File: config.mk
export PLATFORM = sky130hd
export DESIGN_NAME = mst_translator
export DESIGN_NICKNAME = d
export VERILOG_FILES = /design/src/rtl/mst_pkg.sv /design/src/rtl/mst_step_if.sv /design/src/rtl/mst_step_cond.sv /design/src/rtl/mst_translator.sv
export SDC_FILE = /design/constraint.sdc
export NUM_CORES = 1
export LEC_CHECK = 0
export ABC_AREA = 1
export BUFFER_PORTS_ARGS = -buffer_cell sky130_fd_sc_hd__clkbuf_2
export CELL_PAD_IN_SITES_DETAIL_PLACEMENT = 1
export CELL_PAD_IN_SITES_GLOBAL_PLACEMENT = 2
export CORE_MARGIN = 10
export CORE_UTILIZATION = 31
export CTS_CLUSTER_DIAMETER = 120
export DETAILED_ROUTE_END_ITERATION = 12
export PLACE_DENSITY = 0.77
export SLEW_MARGIN = 30
export SYNTH_ARGS = -nofsm -noshare
export SYNTH_HDL_FRONTEND = slang
export SYNTH_SLANG_ARGS = --single-unit
File: constraint.sdc
create_clock -name clk -period 6.16 [get_ports clk]
set_input_delay 0.308 -clock clk [delete_from_list [all_inputs] [get_ports clk]]
set_output_delay 0.308 -clock clk [all_outputs]
set_load 0.1 [all_outputs]
File: src/rtl/mst_pkg.sv
// shared constants of the micro-step translator
package mst_pkg;
	localparam int POS_W  = 7;
	localparam int MODE_W = 3;
	localparam int CUR_W  = 5;
	localparam int COIL_W = 11;

	// register byte offsets, low address bits only
	localparam logic [11:0] ADDR_CTRL   = 12'h000;
	localparam logic [11:0] ADDR_CUR    = 12'h004;
	localparam logic [11:0] ADDR_STATUS = 12'h008;
	localparam logic [11:0] ADDR_COIL   = 12'h00C;

	// field positions
	localparam int CTRL_MODE_LSB = 0;
	localparam int CTRL_DIR_BIT  = 3;
	localparam int CTRL_POL_BIT  = 4;
	localparam int STAT_MODE_LSB = 8;
	localparam int STAT_CUR_LSB  = 16;
	localparam int COIL_Y_LSB    = 16;

	// reset values
	localparam logic [MODE_W-1:0] MODE_RST = 3'h0;
	localparam logic [CUR_W-1:0]  CUR_RST  = 5'h00;
	localparam logic              DIR_RST  = 1'b0;
	localparam logic              POL_RST  = 1'b0;

	// step modes: 0 = 1/32 ... 4 = 1/2, 5 and above = full step
	localparam logic [MODE_W-1:0] MODE_FULL = 3'h5;
	localparam logic [POS_W-1:0]  POS_ONE   = 7'h01;
	localparam logic [5:0]        QUARTER   = 6'h20;

	// quarter-wave magnitudes in 0.1 percent of the peak current
	localparam logic [COIL_W-1:0] QTAB [0:32] = '{
		11'h000, 11'h023, 11'h051, 11'h07F, 11'h0AE, 11'h0DD, 11'h10B,
		11'h13A, 11'h15D, 11'h17F, 11'h1AE, 11'h1D1, 11'h1F4, 11'h222,
		11'h245, 11'h268, 11'h28B, 11'h2AE, 11'h2D1, 11'h2F3, 11'h316,
		11'h33A, 11'h351, 11'h368, 11'h37F, 11'h396, 11'h3A2, 11'h3AD,
		11'h3B9, 11'h3C5, 11'h3D1, 11'h3DC, 11'h3E8};
endpackage

File: src/rtl/mst_step_if.sv
// conditioned step event and direction between the pin stage and the translator
`timescale 1ns/1ps
interface mst_step_if;
	logic step_evt;
	logic step_up;
	logic edge_pol;
	logic dir_ctrl;

	modport cond
	(
		output step_evt,
		output step_up,
		input  edge_pol,
		input  dir_ctrl
	);
	modport xlat
	(
		input  step_evt,
		input  step_up,
		output edge_pol,
		output dir_ctrl
	);
endinterface

File: src/rtl/mst_step_cond.sv
// pin synchroniser and active-edge detector for the step and direction pins
`timescale 1ns/1ps
module mst_step_cond
(
	input wire logic clk,
	input wire logic rst_n,
	input wire logic step_pulse_in,
	input wire logic dir_in,
	mst_step_if.cond sif
);
	import mst_pkg::*;

	typedef struct packed
	{
		logic s1;
		logic s2;
		logic s3;
		logic d1;
		logic d2;
	} mst_cond_s;

	mst_cond_s st_r;
	mst_cond_s st_nxt;
	logic      rise;
	logic      fall;

	// two flops per pin; s3 only serves the edge compare
	always_comb
	begin
		st_nxt    = st_r;
		st_nxt.s1 = step_pulse_in;
		st_nxt.s2 = st_r.s1;
		st_nxt.s3 = st_r.s2;
		st_nxt.d1 = dir_in;
		st_nxt.d2 = st_r.d1;
	end

	always_ff @(posedge clk or negedge rst_n)
	begin
		if (!rst_n)
			st_r <= '0;
		else
			st_r <= st_nxt;
	end

	// direction is taken from the same pipeline depth as the step edge
	assign rise         = st_r.s2 & ~st_r.s3;
	assign fall         = ~st_r.s2 & st_r.s3;
	assign sif.step_evt = sif.edge_pol ? fall : rise;
	assign sif.step_up  = st_r.d2 ^ sif.dir_ctrl;
endmodule // mst_step_cond

File: src/rtl/mst_translator.sv
// micro-step translator: position counter, coil setpoints, peak current, AHB-Lite registers
// How it works
// - every active step edge moves position one step, drivers enabled or not
// - polarity bit picks rising or falling step edge
// - direction is the direction pin combined with the control bit
// - position is read as seven bits in 1/32 units, any mode
// - position read shows the new value right after a step
// - new step mode takes effect only at the next step edge
// - on finer mode, next step snaps to the nearest fine-grid point, then moves one fine step
// - coarser mode on a shared point keeps stepping on the table grid
// - coarser mode off the grid keeps the offset, coarse increments
// - new peak-current code applies at the next PWM period start
// - position maps to tabulated coil X and Y percentages
`timescale 1ns/1ps
module mst_translator
(
	input  wire logic                         clk,
	input  wire logic                         rst_n,
	input  wire logic                         step_pulse_in,
	input  wire logic                         dir_in,
	input  wire logic                         pwm_period_start,
	output logic signed [mst_pkg::COIL_W-1:0] coil_x_setpoint,
	output logic signed [mst_pkg::COIL_W-1:0] coil_y_setpoint,
	output logic        [mst_pkg::CUR_W-1:0]  coil_peak_current,
	input  wire logic                         hsel,
	input  wire logic [31:0]                  haddr,
	input  wire logic [1:0]                   htrans,
	input  wire logic                         hwrite,
	input  wire logic [2:0]                   hsize,
	input  wire logic [31:0]                  hwdata,
	input  wire logic                         hready,
	output logic                              hreadyout,
	output logic                              hresp,
	output logic [31:0]                       hrdata
);
	import mst_pkg::*;

	// every register of the block in one packed record
	typedef struct packed
	{
		logic [MODE_W-1:0] mode_set;
		logic [MODE_W-1:0] mode_app;
		logic              dir_ctrl;
		logic              edge_pol;
		logic [CUR_W-1:0]  cur_set;
		logic [CUR_W-1:0]  cur_app;
		logic [POS_W-1:0]  pos;
		logic [COIL_W-1:0] coil_x;
		logic [COIL_W-1:0] coil_y;
		logic              wr_pend;
		logic [11:0]       wr_addr;
		logic [31:0]       rdata;
	} mst_top_s;

	mst_top_s          st_r;
	mst_top_s          st_nxt;
	mst_step_if        sif();
	// step-path and bus helpers, all combinational
	logic              bus_take;
	logic              finer;
	logic [POS_W-1:0]  step_size;
	logic [POS_W-1:0]  grid_mask;
	logic [POS_W-1:0]  base_pos;
	logic [POS_W-1:0]  moved_pos;
	logic [2*COIL_W-1:0] coil_pair;

	// pin synchronisers and edge selection
	mst_step_cond u_cond
	(
		.clk           (clk),
		.rst_n         (rst_n),
		.step_pulse_in (step_pulse_in),
		.dir_in        (dir_in),
		.sif           (sif)
	);

	// settings handed to the pin stage
	assign sif.edge_pol = st_r.edge_pol;
	assign sif.dir_ctrl = st_r.dir_ctrl;

	// coil percentages from the quarter-wave table, sign by quadrant
	function automatic logic [2*COIL_W-1:0] coil_of(input logic [POS_W-1:0] p);
		logic [COIL_W-1:0] a;
		logic [COIL_W-1:0] b;
		a = QTAB[p[4:0]];
		b = QTAB[6'(QUARTER - {1'b0, p[4:0]})];
		case (p[6:5])
			2'h0:    coil_of = {a, b};
			2'h1:    coil_of = {b, COIL_W'(-a)};
			2'h2:    coil_of = {COIL_W'(-a), COIL_W'(-b)};
			default: coil_of = {COIL_W'(-b), a};
		endcase
	endfunction

	// step size of the mode being armed; anything past 1/2 is a full step
	always_comb
	begin
		if (st_r.mode_set >= MODE_FULL)
			step_size = POS_ONE << MODE_FULL;
		else
			step_size = POS_ONE << st_r.mode_set;
	end

	// smaller mode code means finer resolution
	assign finer     = st_r.mode_set < st_r.mode_app;
	assign grid_mask = step_size - POS_ONE;

	// finer: snap to nearest fine point first; otherwise keep any offset
	always_comb
	begin
		if (finer)
			base_pos = (st_r.pos + (step_size >> 1)) & ~grid_mask;
		else
			base_pos = st_r.pos;
	end

	// seven-bit sum wraps modulo 128 on its own
	assign moved_pos = sif.step_up ? base_pos + step_size : base_pos - step_size;

	// address phase accepted only once the previous transfer has ended
	assign bus_take  = hsel & htrans[1] & hready;

	// one process for translator, peak current and register file
	always_comb
	begin
		st_nxt         = st_r;
		st_nxt.wr_pend = 1'b0;
		// a step is taken whatever the driver state, no enable gates it
		if (sif.step_evt)
		begin
			st_nxt.pos      = moved_pos;
			st_nxt.mode_app = st_r.mode_set;
		end
		// amplitude changes only at a PWM period boundary
		if (pwm_period_start)
			st_nxt.cur_app = st_r.cur_set;
		// write data phase
		if (st_r.wr_pend)
		begin
			case (st_r.wr_addr)
				ADDR_CTRL:
				begin
					st_nxt.mode_set = hwdata[CTRL_MODE_LSB +: MODE_W];
					st_nxt.dir_ctrl = hwdata[CTRL_DIR_BIT];
					st_nxt.edge_pol = hwdata[CTRL_POL_BIT];
				end
				ADDR_CUR:
					st_nxt.cur_set = hwdata[CUR_W-1:0];
				default:
					st_nxt.wr_pend = 1'b0;
			endcase
		end
		// setpoints follow the position of this very cycle
		coil_pair     = coil_of(st_nxt.pos);
		st_nxt.coil_x = coil_pair[2*COIL_W-1:COIL_W];
		st_nxt.coil_y = coil_pair[COIL_W-1:0];
		// address phase; read data built from next values so a write just ahead is seen
		if (bus_take)
		begin
			st_nxt.wr_pend = hwrite;
			st_nxt.wr_addr = haddr[11:0];
			st_nxt.rdata   = 32'h0000_0000;
			if (!hwrite)
			begin
				case (haddr[11:0])
					ADDR_CTRL:
					begin
						st_nxt.rdata[CTRL_MODE_LSB +: MODE_W] = st_nxt.mode_set;
						st_nxt.rdata[CTRL_DIR_BIT]            = st_nxt.dir_ctrl;
						st_nxt.rdata[CTRL_POL_BIT]            = st_nxt.edge_pol;
					end
					ADDR_CUR:
						st_nxt.rdata[CUR_W-1:0] = st_nxt.cur_set;
					ADDR_STATUS:
					begin
						st_nxt.rdata[POS_W-1:0]              = st_nxt.pos;
						st_nxt.rdata[STAT_MODE_LSB +: MODE_W] = st_nxt.mode_app;
						st_nxt.rdata[STAT_CUR_LSB +: CUR_W]   = st_nxt.cur_app;
					end
					ADDR_COIL:
					begin
						st_nxt.rdata[COIL_W-1:0]             = st_nxt.coil_x;
						st_nxt.rdata[COIL_Y_LSB +: COIL_W]    = st_nxt.coil_y;
					end
					default:
						st_nxt.rdata = 32'h0000_0000;
				endcase
			end
		end
	end

	// position resets to table entry zero, so setpoints reset to match it
	always_ff @(posedge clk or negedge rst_n)
	begin
		if (!rst_n)
		begin
			st_r          <= '0;
			st_r.mode_set <= MODE_RST;
			st_r.mode_app <= MODE_RST;
			st_r.dir_ctrl <= DIR_RST;
			st_r.edge_pol <= POL_RST;
			st_r.cur_set  <= CUR_RST;
			st_r.cur_app  <= CUR_RST;
			st_r.coil_y   <= QTAB[QUARTER];
		end
		else
			st_r <= st_nxt;
	end

	// zero-wait slave, always OKAY
	assign hreadyout         = 1'b1;
	assign hresp             = 1'b0;
	assign hrdata            = st_r.rdata;
	assign coil_x_setpoint   = st_r.coil_x;
	assign coil_y_setpoint   = st_r.coil_y;
	assign coil_peak_current = st_r.cur_app;
endmodule // mst_translator

Yosys cells after proc, flatten, opt, wreduce, memory -nomap -nowiden
Memories as Yosys holds them, arrays and structs flattened.
Cells that the tools add are included.

storage, ports and cells
  flip-flop bits (word level) = 97
  memory bits (read-only) = 1,408
  input port bits = 77
  output and inout port bits = 61
  word-level logic and storage cells = 76
  memories = 2

memory list
  memory           words  width  rd ports  clocked after Yosys merged registers in  wr ports  line                  text
  (no name shown)  64     11     1         0                                        0         mst_translator.sv:86  b = QTAB[6'(QUARTER - {1'b0, p[4:0]})];
  (no name shown)  64     11     1         0                                        0         mst_translator.sv:85  a = QTAB[p[4:0]];

cells by class
  add/sub/neg operators = 7
  magnitude comparators = 4
  equality and inequality tests = 6
  shifts and indexed selects = 1
  multiplexer cells = 25
  bitwise gates (word level) = 11
  reduce and logical (&&, ||, !) cells = 3

operators with widths
  operator                                                                count
  22-bit case mux with 3 select lines                                     1
  45-bit two-way mux                                                      1
  11-bit two-way mux                                                      4
  7-bit two-way mux                                                       5
  27-bit two-way mux                                                      1
  12-bit by 3-bit == test with 1-bit output (second input constant)       2
  12-bit by 4-bit == test with 1-bit output (second input constant)       2
  12-bit logical NOT                                                      2
  11-bit negator                                                          2
  5-bit case mux with 4 select lines                                      1
  5-bit two-way mux                                                       2
  5-bit case mux with 2 select lines                                      1
  3-bit two-way mux                                                       3
  7-bit by 6-bit adder with 7-bit output                                  1
  7-bit adder                                                             1
  7-bit bitwise AND                                                       1
  6-bit by 7-bit >= comparator with 1-bit output (second input constant)  1
  7-bit >= comparator (second input constant)                             1
  6-bit NOT with 7-bit output                                             1
  7-bit NOT                                                               1
  1-bit by 3-bit left shift with 7-bit output (first input constant)      1
  7-bit by 1-bit subtractor with 7-bit output (second input constant)     1
  7-bit subtractor                                                        1
  6-bit two-way mux                                                       1
  other kinds (14)                                                        19

Depth between registers and ports, before layout
Gate-level depths: netlist of run 1.

  word-level depth = 19
  mapped depth = 33

Cells and area by module
A second synthesis of run 1 with hierarchy kept.

second synthesis, totals
  cell total of the unflattened synthesis = 1,065
  area total of the unflattened synthesis = 7,150.6 µm²

modules (own cells, without submodules)
  module          times used  cells each  area each (µm²)  seq. area each (µm²)
  mst_translator  1           1,053       6,991.7          2,059.5
  mst_step_cond   1           12          158.9            125.1

Worst setup path after synthesis of run 1
No wires, ideal clock.

  kind = register to register
  start = register st_r[91] in the netlist's numbering
  end = register st_r, in the netlist hrdata[24]
  arrival = 4.749 ns
  data required time = 6.043 ns
  path slack = 1.293 ns
  stages on the path, launching flop included = 27
  period minus slack after synthesis = 4.867 ns
  path through = dfrtp_1 clkbuf_1 nor3_1 fa_1 nand3_1 o21ai_0 fa_1 nand3b_1 nand2_2 ha_1 inv_1 ha_1 inv_1 clkbuf_1 nand2_1 nand2_1 nand3b_1 nand3_1 nand3_2 ha_1 nand3_1 nor2_2 nand3_1 nand3_1 nand2_1 nand3_1 nand2_1

on the way
  word-level cells in the longest chain between the ends = 18
  elaborated cells between the ends (all ways) = 30
  classes of those cells = add/sub: 7; order compare: 2; eq/ne: 2; shift: 1; mux: 11; bitwise: 4; reduce/logical: 1; memory: 2

RTL lines
  item                                                                                line                                         text
  start, declared                                                                     mst_translator.sv:55                         mst_top_s st_r;
  start signal, assigned                                                              mst_translator.sv:207                        st_r <= st_nxt;
  3-bit >= comparator or 1-bit by 3-bit left shift with 7-bit output (tied branches)  mst_translator.sv:98, mst_translator.sv:101
  7-bit two-way mux                                                                   mst_translator.sv:98                         if (st_r.mode_set >= MODE_FULL)
  7-bit by 1-bit subtractor with 7-bit output                                         mst_translator.sv:106                        assign grid_mask = step_size - POS_ONE;
  7-bit NOT                                                                           mst_translator.sv:112                        base_pos = (st_r.pos + (step_size >> 1)) & ~grid_mask;
  7-bit bitwise AND                                                                   mst_translator.sv:112
  7-bit two-way mux                                                                   mst_translator.sv:111                        if (finer)
  7-bit subtractor or 7-bit adder (tied branches)                                     mst_translator.sv:118                        assign moved_pos = sif.step_up ? base_pos + step_size : base_pos - step_size;
  7-bit two-way mux (*)                                                               mst_translator.sv:118
  7-bit two-way mux (*)                                                               mst_translator.sv:129                        if (sif.step_evt)
  6-bit by 5-bit subtractor with 6-bit output                                         mst_translator.sv:86
  6-bit NOT with 7-bit output (implied by the code)                                   mst_translator.sv:86
  memory read 64 x 11 bit                                                             -
  11-bit two-way mux (implied by the code) (2 in a row)                               mst_translator.sv:86
  11-bit negator                                                                      mst_translator.sv:90                         2'h2: coil_of = {COIL_W'(-a), COIL_W'(-b)};
  22-bit case mux with 3 select lines (*)                                             mst_translator.sv:87                         case (p[6:5])
  6-bit two-way mux (*)                                                               mst_translator.sv:165                        case (haddr[11:0])
  27-bit two-way mux (*)                                                              mst_translator.sv:163                        if (!hwrite)

Mark *: on every way between the ends. The rest lies on a longest branch, timed or not. The select of a mux whose other input is x is not followed.
A chain may end at the register's enable or synchronous reset.

Final worst setup path of run 1
  start = register st_r[91] in the netlist's numbering
  end = register st_r, in the netlist hrdata[10]

on the way
  word-level cells in the longest chain between the ends = 18
  elaborated cells between the ends (all ways) = 31
  classes of those cells = add/sub: 7; order compare: 2; eq/ne: 2; shift: 1; mux: 12; bitwise: 4; reduce/logical: 1; memory: 2

RTL lines
  item                                                                                line                                         text
  3-bit >= comparator or 1-bit by 3-bit left shift with 7-bit output (tied branches)  mst_translator.sv:98, mst_translator.sv:101
  7-bit two-way mux                                                                   mst_translator.sv:98
  7-bit by 1-bit subtractor with 7-bit output                                         mst_translator.sv:106
  7-bit NOT                                                                           mst_translator.sv:112
  7-bit bitwise AND                                                                   mst_translator.sv:112
  7-bit two-way mux                                                                   mst_translator.sv:111
  7-bit subtractor or 7-bit adder (tied branches)                                     mst_translator.sv:118
  7-bit two-way mux (*)                                                               mst_translator.sv:118
  [... 2 more ...]                                                                    -
  6-bit NOT with 7-bit output (implied by the code)                                   mst_translator.sv:86
  memory read 64 x 11 bit                                                             -
  11-bit two-way mux (implied by the code) (2 in a row)                               mst_translator.sv:86
  11-bit negator                                                                      mst_translator.sv:91                         default: coil_of = {COIL_W'(-b), a};
  22-bit case mux with 3 select lines (*)                                             mst_translator.sv:87
  via coil_pair[21]                                                                   mst_translator.sv:65                         logic [2*COIL_W-1:0] coil_pair;
  3-bit case mux with 2 select lines (*)                                              mst_translator.sv:165
  27-bit two-way mux (*)                                                              mst_translator.sv:163

The timed path passes the listed nets; every way through them passes the cells marked *. The select of a mux whose other input is x is not followed.

==> results.tsv, run 1 <==
metric	value	unit
async_flop_share	100.0	%
powerDensity	544.9	nW/µm²
gp_congestion	0.8310	
num_antenna_cells	0	
rr_worst_depth	27	
hp-class	in -> reg	
syn_avg_cell_area	6.751	µm²
clock_latency	350	ps
grt_use_total	15.96	%
final.period_utilization	87.60	%
ys_ff_latch	87	
initial_utilization	31.57	%
die_area	30570	µm²
cts_root_buf	clkbuf_16	
reg2reg_slack	760	ps
status	complete, no violations	
final_antenna_net_count	0	
fp.coreArea	23540	µm²
num-nets-final	1223	
slew_headroom	47.11	%
detail_route.vias_per_cell	4.804	
cp_data_arrival_time	5630	ps
clk_pin_slew_worst_paths	70	ps
finalWirelength	24180	µm
cts_buffers	9	
hold_violations	0	
synth_edf_count	0	
htree_levels	3	
grt_pass1_wl	39810	µm
ys_types	55	
drive_above_1_share	15.88	%
wl_per_cell	16.79	µm
whs_path_depth	1	
holdPathEnd	u_cond.st_nxt[3]	
fp.dieW	174.9	µm
drtIter0Drc	402	
route.met3.wl	614	µm
cts_sinks	87	
grt_start_max_net_pins	70	
drcViolationCount	0	
path_common_cell	nand2_1	
setup_ws	763.6	ps
drv_slew	0	
postCtsSetupBuffers	0	
clk_path_buf_depth	2	
topRoutingLayerUsed	met4	
crit_type	reg -> reg	
leakage	4.258	nW
startpoint_type	flop	
dr_wl_met2	11380	µm
synth_warnings	0	
fin_setup_tns	0	ps
post-place-ws	831.7	ps
worst_slew_pin_slew	791.5	ps
netlist_instances	1101	
grt_pass1_vias	7298	
period_minus_slack	5396	ps
grt-ovfl-total	0	
hp-start	step_pulse_in	
slowest_delay	510	ps
cp_data_required_time	6390	ps
ys.flop_type	dfrtp_1	
crit_slowest_cell	fa_1	
clock.fmax	0.1853	GHz
yosysSeqAreaShare	29.39	%
finalClockSkew	8.621	ps
area_growth	7.877	%
crit_fanout	12	
power	4.369	mW
dp_hpwl	19140	µm
cts_tree	done	
rsz0062_at_grt	false	
drv_cap	0	
ir_drop	0.0002419	V
ios	138	
synth_area	7433	µm²
num_vias	6918	
firstDrtPassIters	4	
cp-end-kind	flop	
final-setup-viol-count	0	
port_buffers	74	
antenna_found_initial	0	
die_h	174.9	µm
rows	56	
worstReg2RegStart	st_r[91]	
wl_met1	11870	µm
r2r-end	hrdata[10]	
[worst max-delay path by stage]
| stage | from | end | slack (ps) | cells past startpoint |
|---|---|---|---|---|
| after global routing | st_r[91] | hrdata[8] | 260 | 28 |
| after CTS | st_r[91] | hrdata[10] | 770 | 27 |
| after detailed placement | st_r[91] | hrdata[10] | 830 | 27 |
| after global placement | st_r[91] | hrdata[10] | 780 | 27 |
| after floorplan | st_r[91] | hrdata[24] | 1290 | 26 |
| final | st_r[91] | hrdata[10] | 760 | 27 |
[final cells by class]
class / instances / area [µm²]
clock buffer: 10 / 239.0
multi-input combinational: 825 / 4227
inverter: 108 / 410.4
sequential: 87 / 2185
clock inverter: 6 / 97.59
fill: 3079 / 15520
timing repair buffer: 85 / 461.7
tap: 319 / 399.1
[layer usage]
layer	vias up	track usage (%)
li1	3481	-
met2	99	26.58
met5	-	0
met3	22	2.069
met1	3316	21.54
met4	0	3.462
[kinds of logic (layout without fill, tap and decap cells)]
family	Yosys count	count (layout)	synth area share [%]
simple gates	676	676	41.83
buf+inv	200	209	14.34
compound gates	94	94	7.541
flops	87	87	29.39
fa+ha+maj	30	30	5.252
xor+xnor	8	8	0.9426
mux	4	4	0.6059
other cells	2	13	0.1010
[flip-flops by register name, summed over array words and instances (netlist names)]
| name | count |
|---|---|
| u_cond.st_r | 2 |
| sif.dir_ctrl | 1 |
| st_r | 31 |
| coil_x_setpoint | 11 |
| u_cond.st_nxt | 3 |
| coil_peak_current | 5 |
| coil_y_setpoint | 11 |
| sif.edge_pol | 1 |
| hrdata | 22 |
[cells in the mapped netlist (all sizes together) (3+ instances only)]
master / number / area (µm²)
a21oi: 16 / 80.08
a221oi: 5 / 43.79
o21ai: 49 / 249.0
inv: 107 / 406.7
o21a: 3 / 22.52
nor3: 8 / 40.04
dfstp: 6 / 157.7
a21boi: 7 / 52.55
nor2: 58 / 277.8
xnor2: 3 / 26.28
xor2: 5 / 43.79
buf: 81 / 614.3
clkbuf: 11 / 41.29
dfrtp: 81 / 2027
ha: 28 / 350.3
nand3: 144 / 815.8
nor4: 5 / 37.53
nand4: 6 / 37.54
nand3b: 6 / 48.80
mux2: 4 / 45.04
nand2: 435 / 1763
and2: 9 / 56.30
o21bai: 3 / 22.52
[stage by stage]
step                      utilization [%]  std cells  hold WS [ps]  instance area, µm²
after floorplan                         -       1112         12.41                7475
after CTS                           34.05       1440         47.95                8015
after detailed placement            32.57       1423         207.3                7669
after global placement              32.56       1423         203.0                7666
after global routing                34.06       1440         49.28                8019
final                               34.06       1440         63.94                8019
[layout by cell type (no fill, tap or decap), types with 5 or more instances in the layout]
cell type / instances
nand3_2: 9
nor2_2: 7
nand4_1: 6
ha_1: 28
a21oi_1: 16
inv_2: 10
xor2_1: 5
nand2_2: 15
o21ai_1: 6
nor2_4: 6
nor2_1: 45
a221oi_1: 5
clkbuf_16: 9
dfrtp_1: 81
nand2_4: 8
dfstp_2: 6
nand2_1: 410
nand3b_1: 5
nand3_1: 131
o21ai_0: 42
conb_1: 13
clkbuf_2: 73
nor3_1: 8
inv_1: 96
and2_1: 9
a21boi_1: 5
buf_4: 10
[power by group]
| group | switching, mW | internal [mW] | leakage (nW) |
|---|---|---|---|
| clock network | 0.244 | 0.373 | 0.166 |
| registers | 0.0598 | 0.714 | 1.07 |
| logic | 2.26 | 0.722 | 3.02 |
[timing repair]
item | 4_1_cts | 5_1_grt
gates resized for setup | 0 | 0
endpoints found under the setup margin | 0 | 0
hold endpoints to repair | 18 | 0
hold buffers | 1 | 0
[worst max-delay path: cells and delay by family (launching register included)]
family | cells | cell delay [ps]
AOI/OAI and AO/OA | 1 | 150
adders and majority gates | 6 | 2060
buffers and inverters | 3 | 480
DFF | 1 | 480
and+or+nand+nor | 17 | 2110
(Power assumes the default switching activity.)
==> run 2: changes to the inputs <==
- CORE_ASPECT_RATIO: default -> 0.5
- HOLD_SLACK_MARGIN: default -> 0.08
==> run 2 against run 1 <==
Net effect: total power up 3.5%; critical path type unchanged; sequential share of layout area down 0.16 points; global-route usage up 0.58 points; via count up 2.3%; largest cell class unchanged; die area up 1.2%; cell count down 0.14%; wire length up 7.5%; maximum frequency down 1.7%; register-to-register slack worse by 90 ps; core utilization up 0.75 points.
==> results.tsv, run 2 (synthesis gave the netlist of run 1 again) <==
metric	value	unit	change
initial_utilization	32.07	%	+0.50 points
status	complete, no violations		
startpoint_type	flop		
period_minus_slack	5487	ps	+90.83 ps
hp-class	in -> reg		
ios	138		unchanged
finalClockSkew	9.180	ps	+0.5585 ps
crit_type	reg -> reg		
worst_slew_pin_slew	814.5	ps	+23.00 ps
firstDrtPassIters	4		unchanged
largest_reg_flops	31		unchanged
detail_route.vias_per_cell	4.924		+2.5%
crit_fanout	10		-2
grt_start_max_net_pins	55		-21%
clock_latency	350	ps	about the same
antenna_found_initial	0		unchanged
slew_headroom	45.50	%	-1.6 points
final_common_cell	nand2_1		
clock.fmax	0.1822	GHz	-1.7%
grt-ovfl-total	0		unchanged
num_antenna_cells	0		unchanged
final-setup-viol-count	0		unchanged
ctsResizeCount	0		unchanged
die_area	30950	µm²	+1.2%
fp.coreArea	23180	µm²	-1.5%
layout_common_cells	nand2_1 (410), nand3_1 (131), inv_1 (96)		
hold_violations	0		unchanged
final.period_utilization	89.08	%	+1.5 points
largest_register	st_r		
gp_congestion	0.8481		+2.1%
clk_pin_slew_worst_paths	60	ps	about the same
ir_drop	0.0002613	V	+8.0%
grt_pass1_vias	7046		-3.5%
htree_levels	3		unchanged
cts_sinks	87		unchanged
area_growth	8.534	%	
drive_above_1_share	16.27	%	+0.39 points
powerDensity	560.5	nW/µm²	+2.9%
cp-end-kind	flop		
cp_data_arrival_time	5730	ps	+100 ps
grt_use_total	16.55	%	+0.58 points
drv_cap	0		unchanged
clk_path_buf_depth	2		unchanged
port_buffers	74		unchanged
grt_pass1_wl	40320	µm	+1.3%
fp.dieW	239.0	µm	+37%
final_antenna_net_count	0		unchanged
finalWirelength	26000	µm	+7.5%
cts_buffers	9		unchanged
drv_slew	0		unchanged
cts_root_buf	clkbuf_16		
rows	39		-30%
die_h	129.5	µm	-26%
leakage	4.295	nW	+0.86%
cp_data_required_time	6400	ps	about the same
fin_setup_tns	0	ps	unchanged
drtIter0Drc	433		+7.7%
drcViolationCount	0		unchanged
dp_hpwl	20630	µm	+7.8%
rsz0062_at_grt	false		
num_vias	7080		+2.3%
power	4.522	mW	+3.5%
num-nets-final	1233		+0.82%
cts_tree	done		
wl_per_cell	18.08	µm	+7.7%
[run 2: routing by layer]
layer	global-route usage, %	vias to the layer above	part of all wire (%)	wire length (µm)
met3	2.476	11	4.1	1073
met5	0	-	0	0
li1	-	3496	-	-
met1	23.80	3449	52	13510
met2	25.64	124	43	11270
met4	3.684	0	0.55	142
[run 2: path summary, 6_finish.rpt]
path / start / endpoint / slack, ps / depth (start not counted)
worst max-delay path: st_r[90] / hrdata[22] / 670 / 27
worst min-delay path: hwrite / st_r[44] / 160 / 3
worst max register to register: st_r[90] / hrdata[22] / 670 / 27
worst min register to register: u_cond.st_nxt[0] / u_cond.st_r[0] / 350 / 0
max in group asynchronous: rst_n / hrdata[26] / 4670 / 3
min in group asynchronous: rst_n / coil_peak_current[0] / 440 / 2
[run 2: critical path, cell delays in order (launching register included)]
cell and delay [ps]:
dfrtp_1 420, nor3_1 440, ha_1 280, fa_1 420, nand3_1 90, o21ai_0 160
fa_1 560, nand3b_1 140, nand2_2 120, buf_4 210, ha_1 510, nand2_1 200
nand2_1 110, nand2_1 50, nand2_1 80, nand2_1 40, nand2_1 270, ha_1 250
inv_1 60, nor2_2 150, nand2_2 90, inv_2 100, nand3_2 70, nand3_1 90
nand2_1 50, nand3b_2 260, nand2_1 100, nand2_1 50
[run 2: what timing repair did]
| action | in CTS | in global routing |
|---|---|---|
| hold buffers | 3 | 0 |
| hold endpoints to repair | 35 | 0 |
| buffers inserted | 0 | 0 |
[run 2: metrics by stage]
stage | setup slack, ps | instances | hold WS [ps] | instance area, µm² | util (%)
2_1_floorplan | 1293 | 1112 | 12.41 | 7475 | -
3_3_place_gp | 751.2 | 1419 | 288.5 | 7711 | 33.27
3_5_place_dp | 726.5 | 1419 | 298.9 | 7714 | 33.28
4_1_cts | 684.3 | 1438 | 152.1 | 8059 | 34.77
5_1_grt | 259.3 | 1438 | 174.6 | 8068 | 34.81
6_report | 672.8 | 1438 | 159.3 | 8068 | 34.81
[run 2: power breakdown]
part / total [mW] / switching [mW] / internal, mW / leakage [nW]
clock network: 0.594 / 0.237 / 0.357 / 0.154
registers: 0.773 / 0.0583 / 0.715 / 1.07
logic: 3.15 / 2.38 / 0.779 / 3.07
total: 4.52 / 2.67 / 1.85 / 4.29
[run 2: final cells by class]
class | instances | area, µm²
fill | 2991 | 15110
multi-input combinational | 825 | 4235
sequential | 87 | 2185
timing repair buffer | 95 | 538.0
inverter | 108 | 410.4
tap | 307 | 384.1
clock buffer | 11 | 232.7
clock inverter | 5 | 82.58
==> run 3: changes to the inputs <==
--- a/config.mk
+++ b/config.mk
@@ -18,3 +18,2 @@
 export PLACE_DENSITY = 0.77
-export SLEW_MARGIN = 30
 export SYNTH_ARGS = -nofsm -noshare
==> constraint.sdc (replaced) <==
create_clock -name clk -period 5.9 [get_ports clk]
set_input_delay 1.18 -clock clk [delete_from_list [all_inputs] [get_ports clk]]
set_output_delay 1.18 -clock clk [all_outputs]
set_load 0.1 [all_outputs]
==> run 3 against run 2 <==
Net effect: total power rose by 4.5%; maximum frequency increased by 3.1%; critical path type unchanged; highest routed layer unchanged; flip-flop and latch count unchanged; non-clock buffer count down 5; via count increased by 0.56%; combinational power is 3% higher; sequential share of layout area rose by 0.084 points; clock power grew 13%.
==> results.tsv, run 3 (synthesis gave the netlist of run 1 again) <==
metric	value	unit	change
layout_common_cells	nand2_1 (410), nand3_1 (131), inv_1 (96)		
cp-end-kind	flop		
postLayoutCellArea	8043	µm²	-0.31%
r2r-end	hrdata[10]		
rows	39		unchanged
fin_setup_tns	0	ps	unchanged
drcViolationCount	0		unchanged
drv_slew	0		unchanged
power	4.725	mW	+4.5%
postCtsSetupBuffers	0		unchanged
drv_cap	0		unchanged
grt_start_max_net_pins	55		unchanged
p_int	1.949	mW	+5.3%
grtUsageMet1	23.86	%	+0.059 points
initial_utilization	32.07	%	unchanged
hold_buffers	0		-3
ios	138		unchanged
clk_pin_slew_worst_paths	70	ps	about the same
num_vias	7120		+0.56%
p_seq_share	17.1	%	about the same
clock.fmax	0.1878	GHz	+3.1%
grt-ovfl-total	0		unchanged
cp_data_arrival_time	5540	ps	-190 ps
firstDrtPassIters	4		unchanged
final-setup-viol-count	0		unchanged
final_common_cell	nand2_1		
hold_violations	0		unchanged
grt.busiest_layer	met2		
cts_sinks	87		unchanged
slowest_delay	520	ps	-40 ps
ir_drop	0.0002423	V	-7.3%
hp-class	reg -> reg		
leakage	4.286	nW	-0.21%
die_h	129.5	µm	unchanged
final_antenna_net_count	0		unchanged
rr_worst_depth	27		unchanged
grt_pass1_vias	7189		+2.0%
hp-start	u_cond.st_nxt[0]		
largest_reg_flops	31		unchanged
drtIter0Drc	468		+8.1%
cts_root_buf	clkbuf_16		
power_frac_comb	68.7	%	-1.1 points
sw_frac_of_total	58.74	%	-0.33 points
port_buffers	74		unchanged
dp_hpwl	20550	µm	-0.36%
whs_path_depth	0		-3
ctsResizeCount	0		unchanged
startpoint_type	flop		
power_frac_clock	14.3	%	+1.2 points
clock_latency	340	ps	about the same
cts_buffers	9		unchanged
fp.dieW	239.0	µm	unchanged
finalClockSkew	8.241	ps	-0.9388 ps
crit_buf_inv	4		+1
status	complete, no violations		
powerDensity	587.5	nW/µm²	+4.8%
num_antenna_cells	0		unchanged
grt_pass1_wl	40920	µm	+1.5%
area_growth	8.197	%	
reg2reg_slack	580	ps	-100 ps
clk_path_buf_depth	2		unchanged
drive_above_1_share	16.16	%	-0.11 points
detail_route.vias_per_cell	4.969		+0.92%
period_minus_slack	5324	ps	-163.0 ps
gp_congestion	0.8850		+4.4%
holdPathEnd	u_cond.st_r[0]		
rsz0062_at_grt	false		
slew_headroom	19.04	%	-26 points
worst_slew_pin_slew	1210	ps	+395.4 ps
whs	355.8	ps	+196.5 ps
antenna_found_initial	0		unchanged
met3_usage	2.708	%	+0.23 points
cp_data_required_time	6120	ps	-280 ps
final.period_utilization	90.24	%	+1.2 points
finalWirelength	25890	µm	-0.41%
grt_use_met2	25.72	%	+0.084 points
worstReg2RegStart	st_r[90]		
fp.coreArea	23180	µm²	unchanged
num-nets-final	1228		-0.41%
crit_fanout	6		-4
die_area	30950	µm²	unchanged
dpl.cell_count	1417		-0.14%
crit_slowest_cell	fa_1		
htree_levels	3		unchanged
switchingPower	2.776	mW	+3.9%
finalNonFillerCells	1433		-0.35%
grt_use_total	16.56	%	about the same
placed_cell_area	7696	µm²	-0.23%
critPathTopFamily	simple AND/OR/NAND/NOR gates		
wl_per_cell	18.07	µm	about the same
largest_register	st_r		
cts_tree	done		
crit_type	reg -> reg		
## run 3: per-stage QoR
stage | setup slack, ps | utilization [%]
CTS | 545.2 | 34.70
floorplan | 1033 | -
detailed placement | 624.2 | 33.20
finish | 575.7 | 34.70
global route | 80.41 | 34.70
global placement | 679.0 | 33.20
## run 3: final cells by class
cell class	instances	area (µm²)
Sequential cell	87	2185
Timing Repair Buffer	90	493.0
Clock buffer	11	242.7
Fill cell	2983	15140
Clock inverter	5	103.9
Multi-Input combinational cell	825	4224
Inverter	108	410.4
Tap cell	307	384.1
## run 3: worst max-delay path by stage
stage,from,end,slack [ps],depth (start not counted)
4_1_cts,st_r[90],hrdata[10],550,27
6_report,st_r[90],hrdata[10],580,27
2_1_floorplan,st_r[91],hrdata[24],1030,26
5_1_grt,st_r[89],hrdata[10],80,28
3_3_place_gp,st_r[90],hrdata[22],680,27
3_5_place_dp,st_r[90],hrdata[10],620,27
## run 3: metal layers
| metal | routed length, µm | vias up | part of all wire [%] |
|---|---|---|---|
| met1 | 13200 | 3466 | 51 |
| li1 | - | 3481 | - |
| met3 | 1288 | 17 | 5.0 |
| met2 | 11150 | 156 | 43 |
| met5 | 0 | - | 0 |
| met4 | 257 | 0 | 0.99 |
## run 3: power groups by stage
stage / clock network (mW) / registers, mW / logic (mW)
after global placement: 0 / 0.813 / 3.17
after floorplan: 0 / 0.793 / 2.55
after global routing: 0.710 / 0.818 / 3.55
after detailed placement: 0 / 0.819 / 3.21
after CTS: 0.691 / 0.809 / 3.23
final: 0.674 / 0.806 / 3.24
